--- src/ctd_pkg.sv ---
package ctd_pkg;
  // apb register byte offsets
  localparam logic [7:0] CTD_OFF_CTRL   = 8'h00;
  localparam logic [7:0] CTD_OFF_VECT   = 8'h04;
  localparam logic [7:0] CTD_OFF_STAT   = 8'h08;
  localparam logic [7:0] CTD_OFF_MASK   = 8'h0C;
  localparam logic [7:0] CTD_OFF_STATE  = 8'h10;
  localparam logic [7:0] CTD_OFF_DONE   = 8'h14;
  // control fields
  localparam int CTD_CTRL_EN      = 0;
  localparam int CTD_CTRL_LVL_LO  = 1;
  localparam int CTD_LVL_W        = 3;
  localparam logic [2:0] CTD_DMA_LEVEL = 3'h7;
  // mode word bit positions
  localparam int CTD_MOD_SIZE  = 0;
  localparam int CTD_MOD_IMM   = 1;
  localparam int CTD_MOD_UPDS  = 2;
  localparam int CTD_MOD_UPDD  = 3;
  localparam int CTD_MOD_OPER  = 4;
  localparam int CTD_MOD_BRST  = 5;
  localparam int CTD_MOD_INTE  = 6;
  localparam int CTD_MOD_CHAIN = 7;
  localparam int CTD_MOD_MULT  = 15;
  // descriptor word offsets (bytes from descriptor start)
  localparam logic [31:0] CTD_DSC_MODCNT = 32'h0000_0000;
  localparam logic [31:0] CTD_DSC_SRC    = 32'h0000_0004;
  localparam logic [31:0] CTD_DSC_OPR    = 32'h0000_0008;
  localparam logic [31:0] CTD_DSC_DST    = 32'h0000_000C;
  // interrupt status bits
  localparam int CTD_IRQ_XFER = 0;
  localparam int CTD_IRQ_ZERO = 1;
  localparam int CTD_IRQ_ERR  = 2;
  localparam int CTD_IRQ_W    = 3;
  // pointer steps
  localparam logic [31:0] CTD_STEP_BYTE = 32'h0000_0001;
  localparam logic [31:0] CTD_STEP_HALF = 32'h0000_0002;
  localparam logic [15:0] CTD_CNT_ONE   = 16'h0001;
  // engine states
  typedef enum logic [3:0] {
    CTD_IDLE   = 4'b0000,
    CTD_RDMOD  = 4'b0001,
    CTD_RDSRC  = 4'b0010,
    CTD_RDOPR  = 4'b0011,
    CTD_RDDST  = 4'b0100,
    CTD_RDDAT  = 4'b0101,
    CTD_RDSMEM = 4'b0110,
    CTD_WRRES  = 4'b0111,
    CTD_WRCNT  = 4'b1000,
    CTD_WROPR  = 4'b1001,
    CTD_WRSRC  = 4'b1010,
    CTD_WRDST  = 4'b1011
  } ctd_state_t;
endpackage

--- src/ctd_calc_dma.sv ---
`timescale 1ns/1ns
// Notes on behaviour
// - trigger adds literal to operand, stores sum
// - counter decremented and written back each transfer
// - byte size steps operand pointer by one
// - halfword size steps operand pointer by two
// - zero counter flags zero event on trigger, no transfer
// - only priority level seven requests trigger
// - descriptor fetched from trigger vector address
// - literal mode uses source field as addend
// - mode word one-bit selects, multiple at 15
// - counter holds remaining transfers, exactly that many
module ctd_calc_dma
  import ctd_pkg::*;
(
  // clock and reset
  input  wire logic        clk,
  input  wire logic        rst,
  // apb slave
  input  wire logic        psel,
  input  wire logic        penable,
  input  wire logic        pwrite,
  input  wire logic [7:0]  paddr,
  input  wire logic [31:0] pwdata,
  output logic [31:0]      prdata,
  output logic             pready,
  output logic             pslverr,
  // trigger source
  input  wire logic        externalIrqLine,
  // memory master, simple request / acknowledge
  output logic             memReq,
  output logic             memWe,
  output logic [31:0]      memAddr,
  output logic [31:0]      memWdata,
  output logic [1:0]       memSize,
  input  wire logic [31:0] memRdata,
  input  wire logic        memAck,
  input  wire logic        memErr,
  // interrupt and state
  output logic             irq,
  output logic             busy
);

  // software state
  logic                  enable_q;      // engine enable
  logic [CTD_LVL_W-1:0]  level_q;       // priority level of the trigger source
  logic [31:0]           vector_q;      // vector entry: descriptor start
  logic [CTD_IRQ_W-1:0]  stat_q;        // sticky event bits
  logic [CTD_IRQ_W-1:0]  mask_q;        // interrupt mask
  logic [31:0]           doneCnt_q;     // completed transfers
  // engine state
  ctd_state_t            state_q;
  logic                  irqPrev_q;     // for rising edge detection
  logic                  pend_q;        // trigger waiting for engine
  logic [15:0]           mode_q;        // descriptor mode word
  logic [15:0]           count_q;       // descriptor transfer counter
  logic [31:0]           src_q;
  logic [31:0]           opr_q;
  logic [31:0]           dst_q;
  logic [31:0]           data_q;        // operand read from memory
  logic [31:0]           addend_q;      // first addend
  logic [31:0]           base_q;        // latched descriptor address

  // apb decode
  wire        apbAcc   = psel & penable;
  wire        apbWr    = apbAcc & pwrite;
  wire        hitCtrl  = (paddr == CTD_OFF_CTRL);
  wire        hitVect  = (paddr == CTD_OFF_VECT);
  wire        hitStat  = (paddr == CTD_OFF_STAT);
  wire        hitMask  = (paddr == CTD_OFF_MASK);
  wire        hitState = (paddr == CTD_OFF_STATE);
  wire        hitDone  = (paddr == CTD_OFF_DONE);
  wire        hitAny   = hitCtrl | hitVect | hitStat | hitMask | hitState | hitDone;

  // trigger qualification: a request only becomes a transfer at level seven
  wire        irqRise   = externalIrqLine & ~irqPrev_q;
  wire        levelOk   = (level_q == CTD_DMA_LEVEL);
  wire        trigger   = irqRise & enable_q & levelOk;

  // mode selects
  wire        isHalf    = mode_q[CTD_MOD_SIZE];
  wire        isImm     = mode_q[CTD_MOD_IMM];
  wire        updSrc    = mode_q[CTD_MOD_UPDS];
  wire        updDst    = mode_q[CTD_MOD_UPDD];
  wire        doCalc    = mode_q[CTD_MOD_OPER];
  wire        wantInt   = mode_q[CTD_MOD_INTE];
  wire [31:0] step      = isHalf ? CTD_STEP_HALF : CTD_STEP_BYTE;

  // truncate to transfer size, carry out of the top bit is lost
  function automatic logic [31:0] fit(input logic [31:0] v, input logic half);
    fit = half ? {16'h0000, v[15:0]} : {24'h000000, v[7:0]};
  endfunction

  wire [31:0] sumRaw    = fit(addend_q, isHalf) + fit(data_q, isHalf);
  wire [31:0] result    = doCalc ? fit(sumRaw, isHalf) : fit(addend_q, isHalf);
  wire [15:0] countDec  = count_q - CTD_CNT_ONE;
  wire        memDone   = memReq & memAck;
  // the last write of a transfer depends on which pointers step
  wire        lastWr    = (state_q == CTD_WRDST) || (state_q == CTD_WRSRC && !updDst)
                          || (state_q == CTD_WROPR && !updSrc && !updDst);
  wire [CTD_IRQ_W-1:0] evXfer = (memDone && lastWr && wantInt) ? 3'b001 : 3'b000;

  // register read mux
  logic [31:0] rdMux;
  always_comb begin
    rdMux = 32'h0000_0000;
    case (1'b1)
      hitCtrl:  rdMux = {28'h0000000, level_q, enable_q};
      hitVect:  rdMux = vector_q;
      hitStat:  rdMux = {29'h00000000, stat_q};
      hitMask:  rdMux = {29'h00000000, mask_q};
      hitState: rdMux = {count_q, 8'h00, pend_q, 3'h0, state_q};
      hitDone:  rdMux = doneCnt_q;
      default:  rdMux = 32'h0000_0000;
    endcase
  end

  // apb slave: zero wait states, error on unmapped addresses
  always_ff @(posedge clk or posedge rst) begin
    if (rst) begin
      pready  <= 1'b0;
      prdata  <= 32'h0000_0000;
      pslverr <= 1'b0;
    end else begin
      pready  <= psel & ~penable;
      pslverr <= psel & ~penable & ~hitAny;
      prdata  <= rdMux;
    end
  end

  // software registers; the write lands on the access edge while pready is high
  always_ff @(posedge clk or posedge rst) begin
    if (rst) begin
      enable_q <= 1'b0;
      level_q  <= 3'h0;
      vector_q <= 32'h0000_0000;
      mask_q   <= 3'h0;
    end else if (apbWr & pready) begin
      if (hitCtrl) begin
        enable_q <= pwdata[CTD_CTRL_EN];
        level_q  <= pwdata[CTD_CTRL_LVL_LO +: CTD_LVL_W];
      end
      if (hitVect)
        vector_q <= pwdata;
      if (hitMask)
        mask_q   <= pwdata[CTD_IRQ_W-1:0];
    end
  end

  // event set wins over a write-one clear in the same cycle
  wire [CTD_IRQ_W-1:0] clrBits = (apbWr & pready & hitStat) ? pwdata[CTD_IRQ_W-1:0] : 3'h0;
  wire [CTD_IRQ_W-1:0] evZero  = (state_q == CTD_RDSRC && count_q == 16'h0000) ? 3'b010 : 3'b000;
  wire [CTD_IRQ_W-1:0] evErr   = (memReq & memErr) ? 3'b100 : 3'b000;
  wire [CTD_IRQ_W-1:0] evAll   = evXfer | evZero | evErr;

  always_ff @(posedge clk or posedge rst) begin
    if (rst) begin
      stat_q <= 3'h0;
      irq    <= 1'b0;
    end else begin
      stat_q <= (stat_q & ~clrBits) | evAll;
      irq    <= |(((stat_q & ~clrBits) | evAll) & mask_q);
    end
  end

  // trigger latch: one pending request is held while the engine is working
  always_ff @(posedge clk or posedge rst) begin
    if (rst) begin
      irqPrev_q <= 1'b0;
      pend_q    <= 1'b0;
    end else begin
      irqPrev_q <= externalIrqLine;
      if (trigger)
        pend_q <= 1'b1;
      else if (state_q == CTD_IDLE)
        pend_q <= 1'b0;
    end
  end

  // next memory request for each state
  logic        reqD;
  logic        weD;
  logic [31:0] addrD;
  logic [31:0] wdataD;
  always_comb begin
    reqD   = 1'b1;
    weD    = 1'b0;
    addrD  = 32'h0000_0000;
    wdataD = 32'h0000_0000;
    case (state_q)
      CTD_RDMOD:  addrD = base_q + CTD_DSC_MODCNT;
      CTD_RDSRC: begin
        // an exhausted descriptor must not leave a request without an answer
        reqD  = (count_q != 16'h0000);
        addrD = base_q + CTD_DSC_SRC;
      end
      CTD_RDOPR:  addrD = base_q + CTD_DSC_OPR;
      CTD_RDDST:  addrD = base_q + CTD_DSC_DST;
      CTD_RDSMEM: addrD = src_q;
      CTD_RDDAT:  addrD = opr_q;
      CTD_WRRES: begin
        weD = 1'b1; addrD = dst_q; wdataD = result;
      end
      CTD_WRCNT: begin
        weD = 1'b1; addrD = base_q + CTD_DSC_MODCNT; wdataD = {countDec, mode_q};
      end
      CTD_WROPR: begin
        weD = 1'b1; addrD = base_q + CTD_DSC_OPR; wdataD = opr_q + step;
      end
      CTD_WRSRC: begin
        weD = 1'b1; addrD = base_q + CTD_DSC_SRC; wdataD = src_q + step;
      end
      CTD_WRDST: begin
        weD = 1'b1; addrD = base_q + CTD_DSC_DST; wdataD = dst_q + step;
      end
      default: reqD = 1'b0;
    endcase
  end

  // memory port registers
  always_ff @(posedge clk or posedge rst) begin
    if (rst) begin
      memReq   <= 1'b0;
      memWe    <= 1'b0;
      memAddr  <= 32'h0000_0000;
      memWdata <= 32'h0000_0000;
      memSize  <= 2'h0;
      busy     <= 1'b0;
    end else begin
      memReq   <= reqD & ~memDone & ~memErr;
      memWe    <= weD;
      memAddr  <= addrD;
      memWdata <= wdataD;
      memSize  <= (state_q == CTD_WRRES || state_q == CTD_RDDAT || state_q == CTD_RDSMEM)
                  ? {isHalf, ~isHalf} : 2'h3;
      busy     <= (state_q != CTD_IDLE);
    end
  end

  // engine sequence: one transfer per accepted trigger
  always_ff @(posedge clk or posedge rst) begin
    if (rst) begin
      state_q   <= CTD_IDLE;
      base_q    <= 32'h0000_0000;
      mode_q    <= 16'h0000;
      count_q   <= 16'h0000;
      src_q     <= 32'h0000_0000;
      opr_q     <= 32'h0000_0000;
      dst_q     <= 32'h0000_0000;
      data_q    <= 32'h0000_0000;
      addend_q  <= 32'h0000_0000;
      doneCnt_q <= 32'h0000_0000;
    end else if (memReq & memErr) begin
      state_q <= CTD_IDLE;                    // bus error abandons the transfer
    end else begin
      case (state_q)
        CTD_IDLE: if (pend_q) begin
          base_q  <= vector_q;
          state_q <= CTD_RDMOD;
        end
        CTD_RDMOD: if (memDone) begin
          mode_q  <= memRdata[15:0];
          count_q <= memRdata[31:16];
          state_q <= CTD_RDSRC;
        end
        CTD_RDSRC: if (count_q == 16'h0000) begin
          state_q <= CTD_IDLE;                 // exhausted descriptor: no transfer
        end else if (memDone) begin
          src_q   <= memRdata;
          state_q <= CTD_RDOPR;
        end
        CTD_RDOPR: if (memDone) begin
          opr_q   <= memRdata;
          state_q <= CTD_RDDST;
        end
        CTD_RDDST: if (memDone) begin
          dst_q    <= memRdata;
          addend_q <= src_q;
          state_q  <= isImm ? (doCalc ? CTD_RDDAT : CTD_WRRES) : CTD_RDSMEM;
        end
        CTD_RDSMEM: if (memDone) begin
          addend_q <= memRdata;                // source field is an address here
          state_q  <= doCalc ? CTD_RDDAT : CTD_WRRES;
        end
        CTD_RDDAT: if (memDone) begin
          data_q  <= memRdata;
          state_q <= CTD_WRRES;
        end
        CTD_WRRES: if (memDone) state_q <= CTD_WRCNT;
        CTD_WRCNT: if (memDone) begin
          count_q <= countDec;
          state_q <= CTD_WROPR;
        end
        CTD_WROPR: if (memDone) begin
          opr_q     <= opr_q + step;
          doneCnt_q <= doneCnt_q + 32'h0000_0001;
          state_q   <= updSrc ? CTD_WRSRC : (updDst ? CTD_WRDST : CTD_IDLE);
        end
        CTD_WRSRC: if (memDone) state_q <= updDst ? CTD_WRDST : CTD_IDLE;
        CTD_WRDST: if (memDone) state_q <= CTD_IDLE;
        default: state_q <= CTD_IDLE;
      endcase
    end
  end

endmodule

--- config.mk ---
export PLATFORM = sky130hd
export DESIGN_NAME = ctd_calc_dma
export DESIGN_NICKNAME = d
export VERILOG_FILES = /design/src/ctd_pkg.sv /design/src/ctd_calc_dma.sv
export SDC_FILE = /design/constraint.sdc
export NUM_CORES = 1
export LEC_CHECK = 0
export BUFFER_PORTS_ARGS = -buffer_cell sky130_fd_sc_hd__buf_2
export CORE_UTILIZATION = 51
export CTS_BUF_LIST = sky130_fd_sc_hd__clkbuf_8
export DETAILED_ROUTE_END_ITERATION = 8
export HOLD_SLACK_MARGIN = 0.03
export MAX_ROUTING_LAYER = met4
export PLACE_DENSITY = 0.79
export SLEW_MARGIN = 10
export SYNTH_ARGS = -nofsm -noshare
export SYNTH_HDL_FRONTEND = slang
export SYNTH_SLANG_ARGS = --single-unit
--- constraint.sdc ---
create_clock -name clk -period 16.8 [get_ports clk]
set_input_delay 0 -clock clk [delete_from_list [all_inputs] [get_ports clk]]
set_output_delay 0 -clock clk [all_outputs]
set_load 0.01 [all_outputs]
---- Word-level counts from Yosys, hierarchy flattened ----
Cells that the tools add are included.
W data, S select, Z words.
cells by class
  muxes and demuxes ....................... 49
  bitwise gates (word level) .............. 32
  reduce and logical (&&, ||, !) cells .... 41
  eq/ne operators ......................... 35
  add/sub/neg operators ................... 9
operators with widths
  operator                 number
  $mux W32                 8
  $pmux W32 S7             1
  $pmux W32 S5             1
  $mux W16                 7
  $add A32 B2 Y32          3
  $mux W4                  17
  $add A32 B4 Y32 const B  2
  $pmux W16 S2             2
  $pmux W32 S2             1
  $pmux W4 S12             1
  $add A32 B1 Y32 const B  1
  $add A32 B3 Y32 const B  1
  $ne A3 B2 Y1 const B     7
  $add A16 B16 Y16         1
  $eq A4 B3 Y1 const B     4
  $eq A4 B4 Y1 const B     4
  $eq A8 B4 Y1 const B     2
  $eq A8 B5 Y1 const B     2
  $logic_not A16 Y1        1
  $reduce_and A4 Y1        4
  $reduce_bool A16 Y1      1
  $sub A16 B1 Y16 const B  1
  $reduce_and A3 Y1        5
  $and A1 B1 Y1            13
  other kinds (31)         76
word-level totals
  output and inout bits ................... 104
  register bits ........................... 376

---- Logic depth before layout (Yosys ltp) ----
  depth after elaboration ................. 12
  gate-level depth with buffers ........... 16
  depth with buffers taken out ............ 12

---- Worst setup path after synthesis ----
No wires, ideal clock.
  path kind ............................... reg-to-reg
  from .................................... register state_q[0]
  to ...................................... register memWdata[26]
  buffers on the path ..................... 4
  path slack .............................. 13.260 ns
  required time ........................... 16.658 ns
  data arrival time ....................... 3.397 ns
  cell stages (with the launch flop) ...... 16
  cells stage by stage .................... dfrtp_1 -> clkbuf_1 -> nand4b_1 -> buf_2 -> buf_1 -> clkbuf_1 -> nand2_1 -> nand2_1 -> ha_1 -> inv_1 -> fa_1 -> a221oi_1 -> a21boi_2 -> nand3_1 -> xor2_1 -> o221ai_1
on the way
  cells in the longest elaborated chain, start to end .. 2
ends and longest elaborated chain
  what                                                 line                 text
  from (decl)                                          ctd_calc_dma.sv:52   ctd_state_t state_q;
  from (signal assigned)                               ctd_calc_dma.sv:279  state_q <= isImm ? (doCalc ? CTD_RDDAT : CTD_WRRES) : CTD_RDSMEM;
  from (signal assigned)                               ctd_calc_dma.sv:283  state_q <= doCalc ? CTD_RDDAT : CTD_WRRES;
  from (signal assigned)                               ctd_calc_dma.sv:297  state_q <= updSrc ? CTD_WRSRC : (updDst ? CTD_WRDST : CTD_IDLE);
  $eq A4 B4 Y1 / $eq A4 B3 Y1 (equally long branches)  ctd_calc_dma.sv:190  case (state_q)
  $pmux W32 S5 *                                       ctd_calc_dma.sv:190
  net wdataD[26]                                       ctd_calc_dma.sv:184  logic [31:0] wdataD;
  to (signal assigned)                                 ctd_calc_dma.sv:233  memWdata <= wdataD;
  to (decl)                                            ctd_calc_dma.sv:34   output logic [31:0] memWdata,
Mark *: on every way through the listed nets, which the timed path passes. The rest lies on a longest branch.
A chain may end at the register's enable or synchronous reset.

---- Final worst setup path ----
  from .................................... register state_q[2]
  to ...................................... register memWdata[26]
Same word-level chain as after synthesis.

==> results.ini <==
[finish]
multi_input_area_um2 = 10480
syn2layout_area_growth_pct = 17.20
final_layout_size_suffix_gt1_share_pct = 22.93
n_antenna_cell = 0
fin_area_um2 = 23980
layout_commonest_cell = dfrtp_1
nFillCells = 3306
final_cell_mix = 374 x dfrtp_1, 208 x nand2_1, 203 x mux2_2
final-seq-area_um2 = 9412
final_nets = 2390

[clock_tree]
clockBufferDepth = 3
cts_root_buf = clkbuf_8
insertion_delay_ns = 0.63
cts_resized = 0
cts_made_buffers = 68
cts.sinks = 376
clk_pin_slew_ns = 0.06
postCtsSetupBuffers = 0
hold_buffers = 86
cts_tree = done
h-tree-depth = 3

[synthesis]
yosys_register_bits = 376
synth-simple-area-share_pct = 14.75
muxShareOfSynthArea_pct = 13.78
synth-adder-area-share_pct = 1.798
synth-warning-count = 0
avgSynthCellArea_um2 = 9.986
synth_edf_count = 0
seq_area_frac_synth_pct = 45.99
synth_area_um2 = 20460
synth_xor_area_share_pct = 5.565
syn-instance-count = 2049
yosysUniqueCellTypes = 79
synth_top_family_by_area = compound AO/OA/AOI/OAI gates
synth_ff_type = dfrtp_1
synth_compound_area_share_pct = 15.19
synth-async-reset-ratio_pct = 100.0
synth_fp_nets = 2156

[timing]
max_freq_ghz = 0.2542
rsz0062_at_grt = false
period_minus_slack_ns = 3.933
slew-limit-headroom_pct = 17.08
worstMarginPinSlew_ns = 1.241
drv_slew = 0
final_hold_viol_count = 0
setup_tns_ns = 0
clock_skew_ns = 0.03785
post-route-period-util_pct = 23.41
setup_viol = 0

[setup_path]
worstSetupPathType = flop to flop
r2r_cells = 12
worstPathArrival_ns = 4.37
reg2reg_from = state_q[2]
startpoint = state_q[2]
startpoint_type = flop
path_max_fanout = 47
required_ns = 17.23
endpoint = memWdata[26]
r2r-end = memWdata[26]
rrSetupSlack_ns = 12.87
cp-end-kind = flop

[floorplanning]
fp.dieH_um = 202.3
io_pins = 184
initial_core_util_pct = 51.62
core-area_um2 = 39640
fp.dieW_um = 202.3
row_count = 73
fp.dieArea_um2 = 40930

[run_status]
status = completed

[routing]
drtIter0Drc = 1887
drc = 0
num_vias = 17760
vias_per_cell = 6.215
ant_nets = 0
wl_per_cell_um = 22.27
first_pass_iters = 6
routed_wl_um = 63640

[global_route]
grt_pass1_wl_um = 99310
grt_max_degree = 138
antenna_found_initial = 0
grt_use_total_pct = 32.06
globalRoute.totalOverflow = 0
grt_pass1_vias = 17240

[pwr]
vdd_drop_max_mv = 0.09009
p_sw_share_pct = 38.61
internal-power_uw = 2046
p_sw_uw = 1286
pwr-share-comb_pct = 32.4
seq_power_share_pct = 41.3
p_clk_share_pct = 26.3
leakage_uw = 0.01125
power_density_nw_per_um2 = 138.9

[run]
drv_cap = 0

[place]
place_area_um2 = 21760
gp_congestion = 0.9671
hpwlAfterDp_um = 43340
io_buffers = 183

[min_path]
hold_class = input port to flop
min_from = paddr[7]

synthesized netlist by cell type (all sizes together), types with 4 or more instances:
library cell  count  area share (%)
clkbuf          109             2.0
a31oi            10            0.31
o221ai           15            0.64
and4             11            0.47
nor3             34            0.86
inv              23            0.42
nand4            37             1.1
ha               23             1.4
a32oi             4            0.17
nor4              9            0.31
o21ai           153             3.7
nand3            69             1.7
a21oi           123             3.0
and2             23            0.70
o22ai            27            0.83
buf              23            0.51
mux2            203              11
a221oi            7            0.30
a211o             4            0.17
o211ai            9            0.33
nand3b            4            0.15
nor2            113             2.1
or3               7            0.21
xor2             41             1.8
and3             29            0.89
fa                4            0.39
nor2b            27            0.83
or4               4            0.17
mux2i            51             2.5
a2bb2oi           4            0.17
o32ai             4            0.17
dfrtp           376              46
xnor2            89             3.8
nand2           208             3.8
a21o             15            0.55
a222oi           11            0.54
a22oi            52             1.9
o2bb2ai           4            0.17
or2               5            0.15
a22o             15            0.64
nor3b             5            0.18
nand2b           19            0.58
a221o             5            0.24
cell type report:
cell class | count | area share (%)
Clock buffer | 83 | 4.764
Sequential cell | 376 | 39.25
Timing Repair Buffer | 296 | 8.255
Inverter | 23 | 0.3913
Tap cell | 525 | 2.739
Multi-Input combinational cell | 1518 | 43.69
Clock inverter | 37 | 0.9079
worst min path at each step:
| stage | depth (start not counted) | to | slack [ns] |
|---|---|---|---|
| after global placement | 1 | irqPrev_q | 0.13 |
| after global routing | 4 | pslverr | 0.11 |
| after detailed placement | 1 | irqPrev_q | 0.13 |
| after floorplan | 0 | irqPrev_q | 0.03 |
| after CTS | 5 | mask_q[1] | 0.03 |
| final | 4 | pslverr | 0.07 |
power groups by stage:
stage               logic [µW]  clock network [µW]  registers (µW)
floorplan                  786                   0            1270
finish                    1080                 875            1380
detailed placement        1040                   0            1370
global placement          1020                   0            1370
global route              1170                 934            1400
CTS                       1060                 887            1360
flip-flops by register name, indices dropped and copies added, names as in the netlist, 4 cells and up:
signal and cells:
data_q 16, count_q 16, prdata 32, src_q 32
addend_q 16, base_q 32, memWdata 32, state_q 4
dst_q 32, memAddr 32, opr_q 32, mode_q 16
vector_q 32, doneCnt_q 32
worst max-delay path: stages (launching register included):
cell      delay (ns)
dfrtp_1         0.64
nand4b_1        0.20
buf_4           0.55
nand2_1         0.12
nand2_1         0.09
ha_1            0.18
inv_1           0.06
fa_1            0.49
a221oi_1        0.36
a21boi_2        0.56
nand3_1         0.16
xor2_1          0.21
o221ai_1        0.13
kinds of logic (layout without fill, tap and decap cells):
group	Yosys count	in the layout
adders and majority gates	27	27
buffers and inverters	155	439
xor gates and xnor gates	130	130
DFF	376	376
muxes	255	255
AOI/OAI and AO/OA	492	492
and+or+nand+nor	614	614
layer usage:
metal	vias to the layer above	global-route usage (%)	wire length, µm
met3	172	5.708	5234
met1	8761	43.55	26990
met2	913	47.52	29100
met4	0	13.00	2313
li1	7917	-	-
met5	-	-	0
stage by stage:
| stage | total power, µW | utilization (%) | setup slack [ns] | hold WS [ns] | instances |
|---|---|---|---|---|---|
| detailed placement | 2417 | 54.89 | 12.95 | 0.1311 | 2652 |
| finish | 3332 | 60.49 | 12.87 | 0.06970 | 2858 |
| global placement | 2387 | 54.89 | 13.04 | 0.1302 | 2652 |
| global route | 3502 | 60.49 | 12.66 | 0.1148 | 2858 |
| CTS | 3315 | 60.49 | 12.94 | 0.03164 | 2858 |
| floorplan | 2056 | - | 6.356 | 0.03143 | 2049 |
Power figures use the tool's default switching activity.
